==> config.mk <==
export PLATFORM = sky130hd
export DESIGN_NAME = irs_endec
export DESIGN_NICKNAME = d
export VERILOG_FILES = /design/src/rtl/irs_sync.v /design/src/rtl/irs_encoder.v /design/src/rtl/irs_endec.v
export VERILOG_INCLUDE_DIRS = /design/src /design/src/rtl
export SDC_FILE = /design/constraint.sdc
export NUM_CORES = 1
export LEC_CHECK = 0
export BUFFER_PORTS_ARGS = -buffer_cell sky130_fd_sc_hd__buf_2
export CAP_MARGIN = 20
export CORE_ASPECT_RATIO = 1.25
export CORE_UTILIZATION = 45
export DETAILED_ROUTE_END_ITERATION = 16
export GPL_ROUTABILITY_DRIVEN = 0
export PLACE_DENSITY = 0.76
export SYNTH_ARGS = -nofsm -noshare
export SYNTH_HDL_FRONTEND = slang
export SYNTH_SLANG_ARGS = --single-unit
==> constraint.sdc <==
create_clock -name core_clk -period 1.95 [get_ports core_clk]
set_clock_uncertainty 0.1 [all_clocks]
set_input_delay 0.0975 -clock core_clk [delete_from_list [all_inputs] [get_ports core_clk]]
set_output_delay 0.0975 -clock core_clk [all_outputs]
set_load 0.05 [all_outputs]
==> src/rtl/irs_regs.vh <==
// Constants for the infrared serial encoder/decoder.
//
// Summary of operation
// RULE1 - Enabled codec encodes transmit, decodes receive.
// RULE2 - Link is half-duplex, never both directions.
// RULE3 - Bit timing comes from UART baud generator.
// RULE4 - Software enables UART before using codec.
// RULE5 - Bit spans 16 baud clocks; one stays low.
// RULE6 - Zero: low 7, high 3, low 6.
// RULE7 - Software clears receive enable while transmitting.
// RULE8 - Decoded data passes only with receive enable.
// RULE9 - Software keeps UART silent while receiving.
// RULE10 - Input idle full bit gives high.
// RULE11 - Valid pulse gives delayed low receive bit.
// RULE12 - Pulses wider than five baud clocks discarded.
// RULE13 - Minimum check only when field non-zero.
// RULE14 - Six-bit down-counter loads field then 2'b11.
// RULE15 - Accept pulse at least count clocks wide.
// RULE16 - Zero field uses plain edge detection.
// RULE17 - Software derives field from clock and width.
// RULE18 - Only first received bit may jitter.
// RULE19 - Software sets both shared pins to mode 7.
// RULE20 - Software disables modem-status interrupt.
// RULE21 - Echo test inverts transmit into receive.
// RULE22 - Receive enable clear ignores infrared input.
// RULE23 - Infrared input synchronised by two flops.
`ifndef IRS_REGS_VH
`define IRS_REGS_VH

// ----------------------------------------------------------------
// Register map
// ----------------------------------------------------------------
`define IRS_ADDR_W 8
`define IRS_CTRL_OFFS 8'hbf
`define IRS_STAT_OFFS 8'hc0
`define IRS_CTRL_RESET 8'h00
`define IRS_CTRL_WMASK 8'hf7

// ----------------------------------------------------------------
// Control fields
// ----------------------------------------------------------------
`define IRS_EN_BIT 0
`define IRS_RXEN_BIT 1
`define IRS_ECHO_BIT 2
`define IRS_MINP_HI 7
`define IRS_MINP_LO 4

// ----------------------------------------------------------------
// Bit timing in baud clocks; minimum-pulse low bits in core clocks
// ----------------------------------------------------------------
`define IRS_BIT_TICKS 16
`define IRS_TX_HI_START 7
`define IRS_TX_HI_END 10
`define IRS_RX_MAX_TICKS 5
`define IRS_MINP_LOW_BITS 2'h3

`endif

==> src/rtl/irs_sync.v <==
// Two-stage synchroniser for a single level.
`timescale 1ns/100ps
`default_nettype none

module irs_sync
(
    input wire core_clk,
    input wire rstn,
    input wire d_in,
    output wire q_out
);

    reg s1_r;
    reg s2_r;

    // The decoder feeds the inverted line, whose idle level is low, so both stages reset low.
    always @(posedge core_clk or negedge rstn)
    begin
        if (!rstn)
        begin
            s1_r <= 1'b0;
            s2_r <= 1'b0;
        end
        else
        begin
            s1_r <= d_in; // RULE23
            s2_r <= s1_r;
        end
    end

    assign q_out = s2_r;

endmodule // irs_sync

`default_nettype wire

==> src/rtl/irs_encoder.v <==
// Transmit encoder: one UART zero bit of 16 baud ticks to an infrared pulse.
`timescale 1ns/100ps
`default_nettype none
`include "irs_regs.vh"

module irs_encoder
(
    input wire core_clk,
    input wire rstn,
    input wire enable,
    input wire baud_tick,
    input wire uart_txd,
    output wire tx_pulse
);

    reg [3:0] phase_r;
    reg bit_r;
    reg pulse_r;

    localparam integer HI_FIRST = `IRS_TX_HI_START - 1;
    localparam integer HI_LAST = `IRS_TX_HI_END - 1;
    localparam [3:0] HI_FIRST_PH = HI_FIRST[3:0];
    localparam [3:0] HI_LAST_PH = HI_LAST[3:0];

    // The bit level is latched at phase 0 so a transmit edge mid-bit cannot chop the pulse.
    always @(posedge core_clk or negedge rstn)
    begin
        if (!rstn)
        begin
            phase_r <= 4'h0;
            bit_r <= 1'b1;
            pulse_r <= 1'b0;
        end
        else if (!enable)
        begin
            phase_r <= 4'h0;
            bit_r <= 1'b1;
            pulse_r <= 1'b0;
        end
        else if (baud_tick)
        begin
            if (phase_r == 4'h0 && uart_txd)
            begin
                // Idle line stays in phase 0 so each new start bit aligns.
                bit_r <= 1'b1;
                pulse_r <= 1'b0; // RULE5
            end
            else
            begin
                phase_r <= phase_r + 4'h1; // RULE5
                if (phase_r == 4'h0)
                    bit_r <= uart_txd;
                if (phase_r == HI_FIRST_PH)
                    pulse_r <= ~((phase_r == 4'h0) ? uart_txd : bit_r); // RULE6
                else if (phase_r == HI_LAST_PH)
                    pulse_r <= 1'b0; // RULE6
            end
        end
    end

    assign tx_pulse = pulse_r;

endmodule // irs_encoder

`default_nettype wire

==> src/rtl/irs_endec.v <==
// Infrared serial encoder/decoder top level with its control register.
//
// Local design decisions: the plain strobed port and the register addresses.
`timescale 1ns/100ps
`default_nettype none
`include "irs_regs.vh"

module irs_endec
(
    input wire core_clk,
    input wire rstn,
    input wire [7:0] reg_addr,
    input wire [7:0] reg_wdata,
    input wire reg_wr,
    input wire reg_rd,
    output reg [7:0] reg_rdata,
    input wire baud_tick,
    input wire uart_txd,
    output wire uart_rxd,
    output wire infrared_tx_out,
    input wire infrared_rx_in
);

    // ----------------------------------------------------------------
    // Control register
    // ----------------------------------------------------------------
    reg [7:0] infrared_control_reg;
    wire codec_enable_bit = infrared_control_reg[`IRS_EN_BIT];
    wire infrared_receive_enable = infrared_control_reg[`IRS_RXEN_BIT];
    wire echo_bit = infrared_control_reg[`IRS_ECHO_BIT];
    wire [3:0] min_pulse = infrared_control_reg[`IRS_MINP_HI:`IRS_MINP_LO];
    wire tx_pulse;
    wire rx_sync;
    reg rxd_r;
    reg pulse_seen_r;
    reg [3:0] rx_phase_r;
    reg rx_active_r;
    reg [3:0] width_r;
    reg [5:0] down_r;
    reg min_ok_r;
    reg rx_prev_r;
    reg too_wide_r;
    reg [7:0] reg_rdata_nxt;

    localparam integer RX_MAX = `IRS_RX_MAX_TICKS;
    localparam integer BIT_LAST = `IRS_BIT_TICKS - 1;
    localparam [3:0] RX_MAX_W = RX_MAX[3:0];
    localparam [3:0] BIT_LAST_PH = BIT_LAST[3:0];

    always @(posedge core_clk or negedge rstn)
    begin
        if (!rstn)
            infrared_control_reg <= `IRS_CTRL_RESET;
        else if (reg_wr && reg_addr == `IRS_CTRL_OFFS)
            infrared_control_reg <= reg_wdata & `IRS_CTRL_WMASK;
    end

    always @*
    begin
        reg_rdata_nxt = 8'h00;
        if (reg_addr == `IRS_CTRL_OFFS)
            reg_rdata_nxt = infrared_control_reg;
        else if (reg_addr == `IRS_STAT_OFFS)
            reg_rdata_nxt = {4'h0, rx_active_r, rx_sync, rxd_r, tx_pulse};
    end

    always @(posedge core_clk or negedge rstn)
    begin
        if (!rstn)
            reg_rdata <= 8'h00;
        else if (reg_rd)
            reg_rdata <= reg_rdata_nxt;
        else
            reg_rdata <= 8'h00;
    end

    // ----------------------------------------------------------------
    // Transmit path
    // ----------------------------------------------------------------
    irs_encoder u_enc
    (
        .core_clk(core_clk),
        .rstn(rstn),
        .enable(codec_enable_bit), // RULE1
        .baud_tick(baud_tick), // RULE3
        .uart_txd(uart_txd),
        .tx_pulse(tx_pulse)
    );

    // While echo testing, the pin is held idle so nothing leaves the chip.
    assign infrared_tx_out = codec_enable_bit & ~echo_bit & tx_pulse;

    // ----------------------------------------------------------------
    // Receive path
    // ----------------------------------------------------------------
    // The echo path inverts the encoder output; software must keep receive disabled
    // while the UART sends, since the decoder does not arbitrate direction itself.
    wire rx_src = echo_bit ? ~tx_pulse : infrared_rx_in; // RULE21 RULE2

    // The line idles high and a light pulse pulls it low, so the decoder works on its inverse.
    irs_sync u_sync
    (
        .core_clk(core_clk),
        .rstn(rstn),
        .d_in(~rx_src), // RULE10
        .q_out(rx_sync)
    );

    wire rx_on = codec_enable_bit & infrared_receive_enable; // RULE22
    wire rise = rx_sync & ~rx_prev_r;
    wire fall = ~rx_sync & rx_prev_r;
    wire min_pass = (min_pulse == 4'h0) | min_ok_r | (down_r == 6'h01); // RULE13 RULE16
    wire pulse_valid = fall & ~too_wide_r & min_pass; // RULE15

    // Pulse width: baud ticks for the upper bound, core clocks for the lower.
    always @(posedge core_clk or negedge rstn)
    begin
        if (!rstn)
        begin
            rx_prev_r <= 1'b0;
            width_r <= 4'h0;
            too_wide_r <= 1'b0;
            down_r <= 6'h00;
            min_ok_r <= 1'b0;
        end
        else
        begin
            rx_prev_r <= rx_sync;
            if (rise)
            begin
                // A tick on the rising edge already lies inside the pulse.
                width_r <= {3'b000, baud_tick}; // RULE12
                too_wide_r <= 1'b0;
                down_r <= {min_pulse, `IRS_MINP_LOW_BITS}; // RULE14
                min_ok_r <= 1'b0;
            end
            else if (rx_sync)
            begin
                if (baud_tick && width_r != 4'hf)
                    width_r <= width_r + 4'h1;
                if (baud_tick && width_r >= RX_MAX_W)
                    too_wide_r <= 1'b1; // RULE12
                if (down_r != 6'h00)
                    down_r <= down_r - 6'h01; // RULE14
                if (down_r == 6'h01)
                    min_ok_r <= 1'b1; // RULE15
            end
        end
    end

    // A valid pulse starts a fixed 16-tick low bit; pulses arriving mid-bit are
    // kept for the next bit, so only the first bit carries sampling jitter.
    always @(posedge core_clk or negedge rstn)
    begin
        if (!rstn)
        begin
            rxd_r <= 1'b1;
            rx_phase_r <= 4'h0;
            rx_active_r <= 1'b0;
            pulse_seen_r <= 1'b0;
        end
        else if (!rx_on)
        begin
            rxd_r <= 1'b1; // RULE8
            rx_phase_r <= 4'h0;
            rx_active_r <= 1'b0;
            pulse_seen_r <= 1'b0;
        end
        else
        begin
            if (pulse_valid)
                pulse_seen_r <= 1'b1; // RULE11
            if (baud_tick)
            begin
                if (!rx_active_r)
                begin
                    if (pulse_seen_r || pulse_valid)
                    begin
                        rx_active_r <= 1'b1;
                        rxd_r <= 1'b0; // RULE11
                        rx_phase_r <= 4'h0;
                        pulse_seen_r <= 1'b0;
                    end
                end
                else if (rx_phase_r == BIT_LAST_PH)
                begin
                    rx_phase_r <= 4'h0; // RULE18
                    rxd_r <= ~(pulse_seen_r | pulse_valid); // RULE10
                    rx_active_r <= pulse_seen_r | pulse_valid;
                    pulse_seen_r <= 1'b0;
                end
                else
                    rx_phase_r <= rx_phase_r + 4'h1; // RULE5
            end
        end
    end

    assign uart_rxd = rxd_r;

endmodule // irs_endec

`default_nettype wire

# ---- Word level (Yosys, flattened, before mapping)
# Index checks and enable logic that the tools add are counted.
dict set report classes {
  n_eq_ne 13
  n_bitwise 18
  add_sub_neg 4
  n_reduce_logical 21
  order_cmp 1
  muxes 49
}
# cell count
set ops {}
lappend ops {{two-way mux 4 bit} 12}
lappend ops {{two-way mux 1 bit} 32}
lappend ops {{two-way mux 6 bit} 3}
lappend ops {{== test 8 bit, second input constant} 2}
lappend ops {{two-way mux 8 bit} 2}
lappend ops {{AND reduction 2 bit} 7}
lappend ops {{adder 4 x 1 -> 4 bit, second input constant} 3}
lappend ops {{nonzero test 2 bit} 5}
lappend ops {{== test 4 bit, second input constant} 2}
lappend ops {{zero test 4 bit} 2}
lappend ops {{inverter 1 bit} 8}
lappend ops {{bitwise AND 1 bit} 7}
lappend ops {{== test 6 x 1 -> 1 bit, second input constant} 1}
lappend ops {{!= test 2 bit, second input constant} 3}
lappend ops {{!= test 3 x 2 -> 1 bit, second input constant} 2}
lappend ops {{nonzero test 6 bit} 1}
lappend ops {{subtractor 6 x 1 -> 6 bit, second input constant} 1}
lappend ops {{== test 4 x 3 -> 1 bit, second input constant} 1}
lappend ops {{greater-or-equal comparator 4 x 3 -> 1 bit, second input constant} 1}
lappend ops {{logical AND 1 bit} 4}
lappend ops {{!= test 4 x 1 -> 1 bit, second input constant} 1}
lappend ops {{!= test 4 bit, second input constant} 1}
lappend ops {{bitwise OR 1 bit} 3}
lappend ops {{AND reduction 3 bit} 1}
lappend ops {{logical OR 1 bit} 1}
dict set report word_totals {
  wordCells 122
  inputBits 23
  ff_bits 43
}

# ---- Depth between registers and ports, before layout
# Gate-level depths: netlist of run 1.
dict set report logic_depth {
  ltp_word 10
  mapped_depth 6
  ltp_nobuf 6
}

# ---- By module
# A second synthesis of run 1 with hierarchy kept.
dict set report hier_totals {
  hier_cells 220
  area_unflattened_um2 2254.7
}
# mod cells_per_inst instances seq_area_each_um2 area_each_um2
set modules_own_cells {}
lappend modules_own_cells {irs_endec 179 1 877.1 1828.0}
lappend modules_own_cells {irs_encoder 39 1 151.4 376.6}
lappend modules_own_cells {irs_sync 2 1 50.0 50.0}

# ---- Worst setup path before layout of run 1
# Ideal clock, no wire load.
dict set report synth_timing {
  kind {register -> output}
  startpoint {register infrared_control_reg[0]}
  endpoint {output port infrared_tx_out}
  t_arrival_ns 1.723
  setup_slack_ns 0.029
  stages_incl_launch_ff 3
  cell_sequence {dfrtp_1 clkbuf_1 nor3b_1}
}
dict set report synth_via {
  elab_chain_len 2
}
# element line
set synth_rtl {}
lappend synth_rtl {{start: declaration} irs_endec.v:27} ;# reg [7:0] infrared_control_reg;
lappend synth_rtl {{start signal: assignment} irs_endec.v:53} ;# infrared_control_reg <= `IRS_CTRL_RESET;
lappend synth_rtl {{start signal: assignment} irs_endec.v:55} ;# infrared_control_reg <= reg_wdata & `IRS_CTRL_WMASK;
lappend synth_rtl {{bitwise AND 1 bit (2 in series)} irs_endec.v:91} ;# assign infrared_tx_out = codec_enable_bit & ~echo_bit & tx_pulse;
lappend synth_rtl {{end: declaration} irs_endec.v:20} ;# output wire infrared_tx_out,
# Every way passes these cells.

# ---- Worst setup path in the final report of run 1
dict set report layout_timing {
  startpoint {register down_r[1]}
  endpoint {register rx_phase_r[2]}
}
dict set report layout_via {
  elab_chain_len 6
}
# element line
set layout_rtl {}
lappend layout_rtl {{start: declaration} irs_endec.v:39} ;# reg [5:0] down_r;
lappend layout_rtl {{start signal: assignment} irs_endec.v:134} ;# down_r <= {min_pulse, `IRS_MINP_LOW_BITS};
lappend layout_rtl {{start signal: assignment} irs_endec.v:144} ;# down_r <= down_r - 6'h01;
lappend layout_rtl {{== test 6 x 1 -> 1 bit} irs_endec.v:112} ;# wire min_pass = (min_pulse == 4'h0) | min_ok_r | (down_r == 6'h01);
lappend layout_rtl {{bitwise OR 1 bit} irs_endec.v:112}
lappend layout_rtl {{bitwise AND 1 bit} irs_endec.v:113} ;# wire pulse_valid = fall & ~too_wide_r & min_pass;
lappend layout_rtl {{logical OR 1 bit} irs_endec.v:177} ;# if (pulse_seen_r || pulse_valid)
lappend layout_rtl {{!= test 3 x 2 -> 1 bit (no source line)} --}
lappend layout_rtl {{AND reduction 2 bit (no source line)} --}
lappend layout_rtl {{end signal: assignment} irs_endec.v:193} ;# rx_phase_r <= rx_phase_r + 4'h1;
lappend layout_rtl {{end: declaration} irs_endec.v:36} ;# reg [3:0] rx_phase_r;
# Every way passes these cells.
# A chain may end at the register's enable or synchronous reset.

==> flow_summary.ini, run 1 <==
[status]
run_status = finished, final reports clean

[floorplanning]
initial_core_util_pct = 47.24
die_y_microns = 81.36
core_area_sq_um = 4800
die-width_microns = 65.49
io_pins = 33
rows = 28
dieArea_sq_um = 5328

[timing]
tightest_slew_ns = 0.5443
fin_setup_tns_ns = 0
setup_viol = 0
fmax_ghz = 0.5891
finalHoldViolations = 0
finalWorstSetupSlack_ns = 0.2525
fin_crit_sh_pct = 87.05
drv_slew = 0
maxSlewHeadroom_pct = 63.71
finalCriticalPeriod_ns = 1.697
rsz0062_at_grt = false

[global_route]
gr-total-overflow = 0
grt_max_degree = 44
grt_pass1_wl_microns = 7258
track_usage_pct = 17.97
antenna_found_initial = 0
grt_pass1_vias = 1625

[clocking]
cts_tree = done
cts-htree-levels = 2
clock_path_buffers = 2
root_buffer = clkbuf_8
cts_sinks = 43
cts_buffers = 5
post-cts-setup-buffers = 0
ctsHoldBuffers = 10
ctsResizeCount = 0
clk_latency_ns = 0.30
clk_pin_slew_ns = 0.09

[layout]
nets = 291
final_core_util_pct = 56.02
layout.cells.most_common = dfrtp_1
fillers = 399
final_cells = 318
final_cell_mix = 41 x dfrtp_1, 31 x buf_2, 14 x nor2_1
layout-drive-gt1-share_pct = 19.77
area_growth_pct = 18.60
largest_register_ffs = 8
diodes = 0

[drt]
drtAntennaViolNets = 0
drc_errors = 0
vias = 1725
wire_per_inst_microns = 14.20
drt_iter0_markers = 116
drt_wl_total_microns = 4515
firstDrtPassIters = 4
viasPerCell = 5.425

[synth]
yosysUniqueCellTypes = 50
ys_seq_elements = 43
synth_edf_count = 0
synth_fa_ha_area_share_pct = 6.071
netlist_area_sq_um = 2267
synthFlopType = dfrtp_1
synth.area.mux_share_pct = 4.801
yosys_warnings = 0
synth_top_family_by_area = simple AND/OR/NAND/NOR gates
synth_xor_area_share_pct = 2.318
synthArstFlopShare_pct = 100.0
synth-simple-area-share_pct = 19.21
synth-compound-area-share_pct = 15.78
syn_nets = 250
ys_seq_area_share_pct = 47.57
avgSynthCellArea_sq_um = 10.50
syn_inst = 216

[place]
hpwl_microns = 3172
pre_cts_slack_ns = 0.2775
dp_cells = 300
io_buffers = 31

[worst_setup_path]
path_max_fanout = 5
path_class = reg -> reg
cp.required_ns = 2.05
arrival_ns = 1.79
endpoint_kind = register
start_kind = register

[hold_path]
hp-class = in -> reg

[power]
p_leak_nw = 1.270
powerDensity_nw_per_um2 = 730.0
ir_drop_mv = 0.3473

[job]
cap_violations = 0
==> cell type report <==
cell class / count / area (sq um) / share of cell area (%)
sequential: 43 / 1079 / 40.11
inverter: 12 / 45.04 / 1.675
tap: 60 / 75.07 / 2.792
multi-input combinational: 150 / 1092 / 40.62
clock buffer: 5 / 68.82 / 2.559
clock inverter: 3 / 43.79 / 1.629
timing repair buffer: 45 / 285.3 / 10.61
==> critical path, stage by stage (launching register included) <==
cell	delay, ns
dfrtp_1	0.34
inv_1	0.09
ha_1	0.27
a2111oi_4	0.40
nor2_2	0.10
o41ai_1	0.29
==> cells in the mapped netlist, types with 3 or more instances <==
library cell	count	area (sq um)
mux2_1	7	78.83
nor2_1	14	52.55
nand2b_1	3	18.77
nor2b_1	3	18.77
a22o_1	3	26.28
and2_1	9	56.30
clkbuf_1	7	26.28
a21oi_1	11	55.05
nand4_1	5	31.28
nor3b_1	3	22.52
dfrtp_1	41	1026
nor3_1	3	15.01
ha_1	11	137.6
o21ai_0	6	30.03
xnor2_1	4	35.03
nand2_1	12	45.04
mux2i_1	3	30.03
a31oi_1	6	37.54
and3_1	5	31.28
o21a_1	3	22.52
inv_1	12	45.04
nand3_1	6	30.03
o22a_1	3	26.28
==> per-layer routing <==
metal  track usage (%)  wire (microns)  vias up
li1                  -               -      852
met2             31.55            2356       29
met1             21.46            1967      838
met3             3.792             125        6
met5                 0               0        -
met4             6.522              65        0
==> logic make-up after synthesis <==
family	after synthesis
simple gates	73
fa+ha+maj	11
xor+xnor	6
buf+inv	23
flops	43
mux	10
compound gates	50
==> final timing paths <==
check | start | to | slack, ns | cells past startpoint
worst max register to register | down_r[1] | rx_phase_r[2] | 0.25 | 5
max in group asynchronous | rstn | uart_rxd | 1.07 | 3
worst max-delay path | down_r[1] | rx_phase_r[2] | 0.25 | 5
worst min-delay path | reg_addr[3] | reg_rdata[3] | 0.03 | 3
worst min register to register | u_sync.s1_r | u_sync.q_out | 0.26 | 0
min in group asynchronous | rstn | down_r[4] | 0.29 | 3
==> through the flow <==
step	cell area [sq um]	hold WS, ns	power, mW
after floorplan	2267	-0.2981	1.173
after global placement	2476	0.1018	1.249
after detailed placement	2476	0.1032	1.262
after CTS	2689	0.02914	1.974
after global routing	2689	0.04324	2.058
final	2689	0.03434	1.963
==> report_power, final <==
group | internal [mW] | switching [mW] | total (mW)
Clock | 0.382 | 0.322 | 0.704
Sequential | 0.937 | 0.0569 | 0.994
Combinational | 0.126 | 0.138 | 0.265
Total | 1.45 | 0.517 | 1.96
No activity file was read; power rests on OpenSTA's default activity.
==> inputs of run 2 (changes only) <==
--- a/config.mk
+++ b/config.mk
@@ -15,4 +15,5 @@
 export PLACE_DENSITY = 0.76
 export SYNTH_ARGS = -nofsm -noshare
 export SYNTH_HDL_FRONTEND = slang
+export SYNTH_HIERARCHICAL = 1
 export SYNTH_SLANG_ARGS = --single-unit
==> flow_summary.ini, run 2 <==
[floorplanning]
initial_core_util_pct = 47.32
io_pins = 33
core_area_sq_um = 4765
die_y_microns = 81.14
die-width_microns = 65.31
dieArea_sq_um = 5299
rows = 28

[synth]
synth_edf_count = 0
synth_top_cell_by_area = dfrtp_1
netlist.area_leader.share_pct = 45.50
ys_top_cells_by_area = dfrtp_1 46%, ha_1 6.1%, mux2_2 3.5%
yosysUniqueCellTypes = 50
synthFlopType = dfrtp_1
yosys_warnings = 6
ys_seq_area_share_pct = 47.84
syn_inst = 220
syn_nets = 254
synthTopCellsByCount = 41 x dfrtp_1, 17 x nand2_1, 14 x a21oi_1, 14 x o21ai_0, 13 x inv_1
synth_most_common_cell = dfrtp_1
ys_seq_elements = 43
netlist_area_sq_um = 2255
synthArstFlopShare_pct = 100.0
avgSynthCellArea_sq_um = 10.25

[worst_setup_path]
path_class = reg -> reg
crit_slowest_cell = a2111oi_4
cp_num_buf_inv = 1
path_max_fanout = 7
cp_cell_sequence = inv_1, ha_1, a2111oi_4, o21ai_0, a31oi_1
cpLargestDelayFamily = compound AO/OA/AOI/OAI gates
cp.required_ns = 2.07
start_kind = register
arrival_ns = 1.85
endpoint_kind = register
slowest_delay_ns = 0.48

[layout]
layout.cells.most_common = dfrtp_1
nets = 298
diodes = 0
final_cell_area_sq_um = 2703
area_growth_pct = 19.87
final_cells = 325
final_cell_mix = 41 x dfrtp_1, 31 x buf_2, 17 x nand2_1
layout-drive-gt1-share_pct = 22.64
largest_register_ffs = 8

[clocking]
clk_latency_ns = 0.30
cts-htree-levels = 2
clk_pin_slew_ns = 0.09
cts_buffers = 5
clock_path_buffers = 2
cts_tree = done
post-cts-setup-buffers = 0
cts_sinks = 43
root_buffer = clkbuf_8

[timing]
finalCriticalPeriod_ns = 1.731
drv_slew = 0
finalHoldViolations = 0
fin_setup_tns_ns = 0
fmax_ghz = 0.5776
hold-worst-slack_ns = 0.04946
tightest_slew_ns = 0.5767
rsz0062_at_grt = false
fin_crit_sh_pct = 88.79
maxSlewHeadroom_pct = 61.20
setup_viol = 0

[drt]
wire_per_inst_microns = 14.18
vias = 1789
drtAntennaViolNets = 0
viasPerCell = 5.505
drc_errors = 0
drt_iter0_markers = 68
firstDrtPassIters = 4
drt_wl_total_microns = 4609

[power]
ir_drop_mv = 0.3510
p_int_mw = 1.478
switching_share_pct = 26.00
p_leak_nw = 1.238
finalPower_mw = 1.997
pwr-share-seq_pct = 49.6
p_sw_mw = 0.5191
power_frac_comb_pct = 12.8
powerDensity_nw_per_um2 = 738.8
pwr-share-clk_pct = 37.6

[global_route]
antenna_found_initial = 0
track_usage_pct = 19.63
grt_pass1_wl_microns = 7935
gr-total-overflow = 0
grt_max_degree = 44
grt_pass1_vias = 1806

[place]
dp_cells = 307
io_buffers = 31
hpwl_microns = 3261
placed_area_sq_um = 2481

[job]
cap_violations = 0

[hold_path]
hp-class = in -> reg

[status]
run_status = finished, final reports clean
==> run 2: cell types whose count changed in the layout (fill, tap and decap cells not counted), sizes merged, moves of 3 or more <==
| cell | delta |
|---|---|
| o21ai | +6 |
| nor2 | -4 |
| nor2b | +3 |
| xnor2 | -3 |
| inv | +3 |
| nand2 | +5 |
| a21oi | +3 |
==> run 2: tightest hold or removal path: cells and delay by family <==
kind | cells | cell delay (ns)
buffers and inverters | 1 | 0.09
AND/OR/NAND/NOR | 2 | 0.23
==> run 2: final timing paths <==
check | cells after the start | to | startpoint | slack [ns]
worst max-delay path | 5 | rx_phase_r[3] | down_r[1] | 0.22
worst max register to register | 5 | rx_phase_r[3] | down_r[1] | 0.22
worst min register to register | 0 | u_sync/q_out | u_sync/s1_r | 0.26
min in group asynchronous | 3 | down_r[5] | rstn | 0.28
max in group asynchronous | 3 | u_enc/bit_r | rstn | 1.10
worst min-delay path | 3 | reg_rdata[3] | reg_addr[2] | 0.05
==> run 2: cell type report <==
class	count	area, sq um
clock buffer	6	82.58
multi-input combinational	155	1090
inverter	14	52.55
sequential	43	1079
timing repair buffer	45	285.3
tap	60	75.07
clock inverter	2	38.79
fill	423	2062
==> run 2: power by group through the flow <==
stage	combinational (mW)	sequential (mW)	clock, mW
floorplan	0.163	0.993	0
global placement	0.232	1.00	0
detailed placement	0.241	1.01	0
CTS	0.257	0.991	0.761
global route	0.292	0.999	0.786
finish	0.255	0.990	0.751
==> run 2: through the flow <==
stage                     setup slack (ns)  util [%]
after CTS                           0.2165     56.72
after floorplan                     0.1486         -
final                               0.2186     56.72
after detailed placement            0.2378     52.07
after global placement              0.2833     52.07
after global routing               0.08862     56.72
==> run 2: logic make-up (layout without fill, tap and decap cells) <==
kind of cell               after synthesis  in the layout  share of synthesized area [%]
AOI/OAI and AO/OA                       50             50                          15.10
xor gates and xnor gates                 4              4                          1.554
adders and majority gates               11             11                          6.104
buffers and inverters                   22             67                          3.829
DFF                                     43             43                          47.84
muxes                                   10             10                          4.828
and+or+nand+nor                         80             80                          20.75
==> run 2: repair_timing <==
item,in CTS,in global routing
endpoints found under the hold margin,50,0
setup endpoints to repair,0,0
hold buffers,10,0
gates resized for setup,0,0
==> run 2: layer usage <==
layer,share of wire [%],track usage [%],vias up
li1,-,-,876
met1,44,22.26,876
met2,52,35.67,30
met3,2.5,4.213,7
met4,1.6,7.391,0
met5,0,0,-
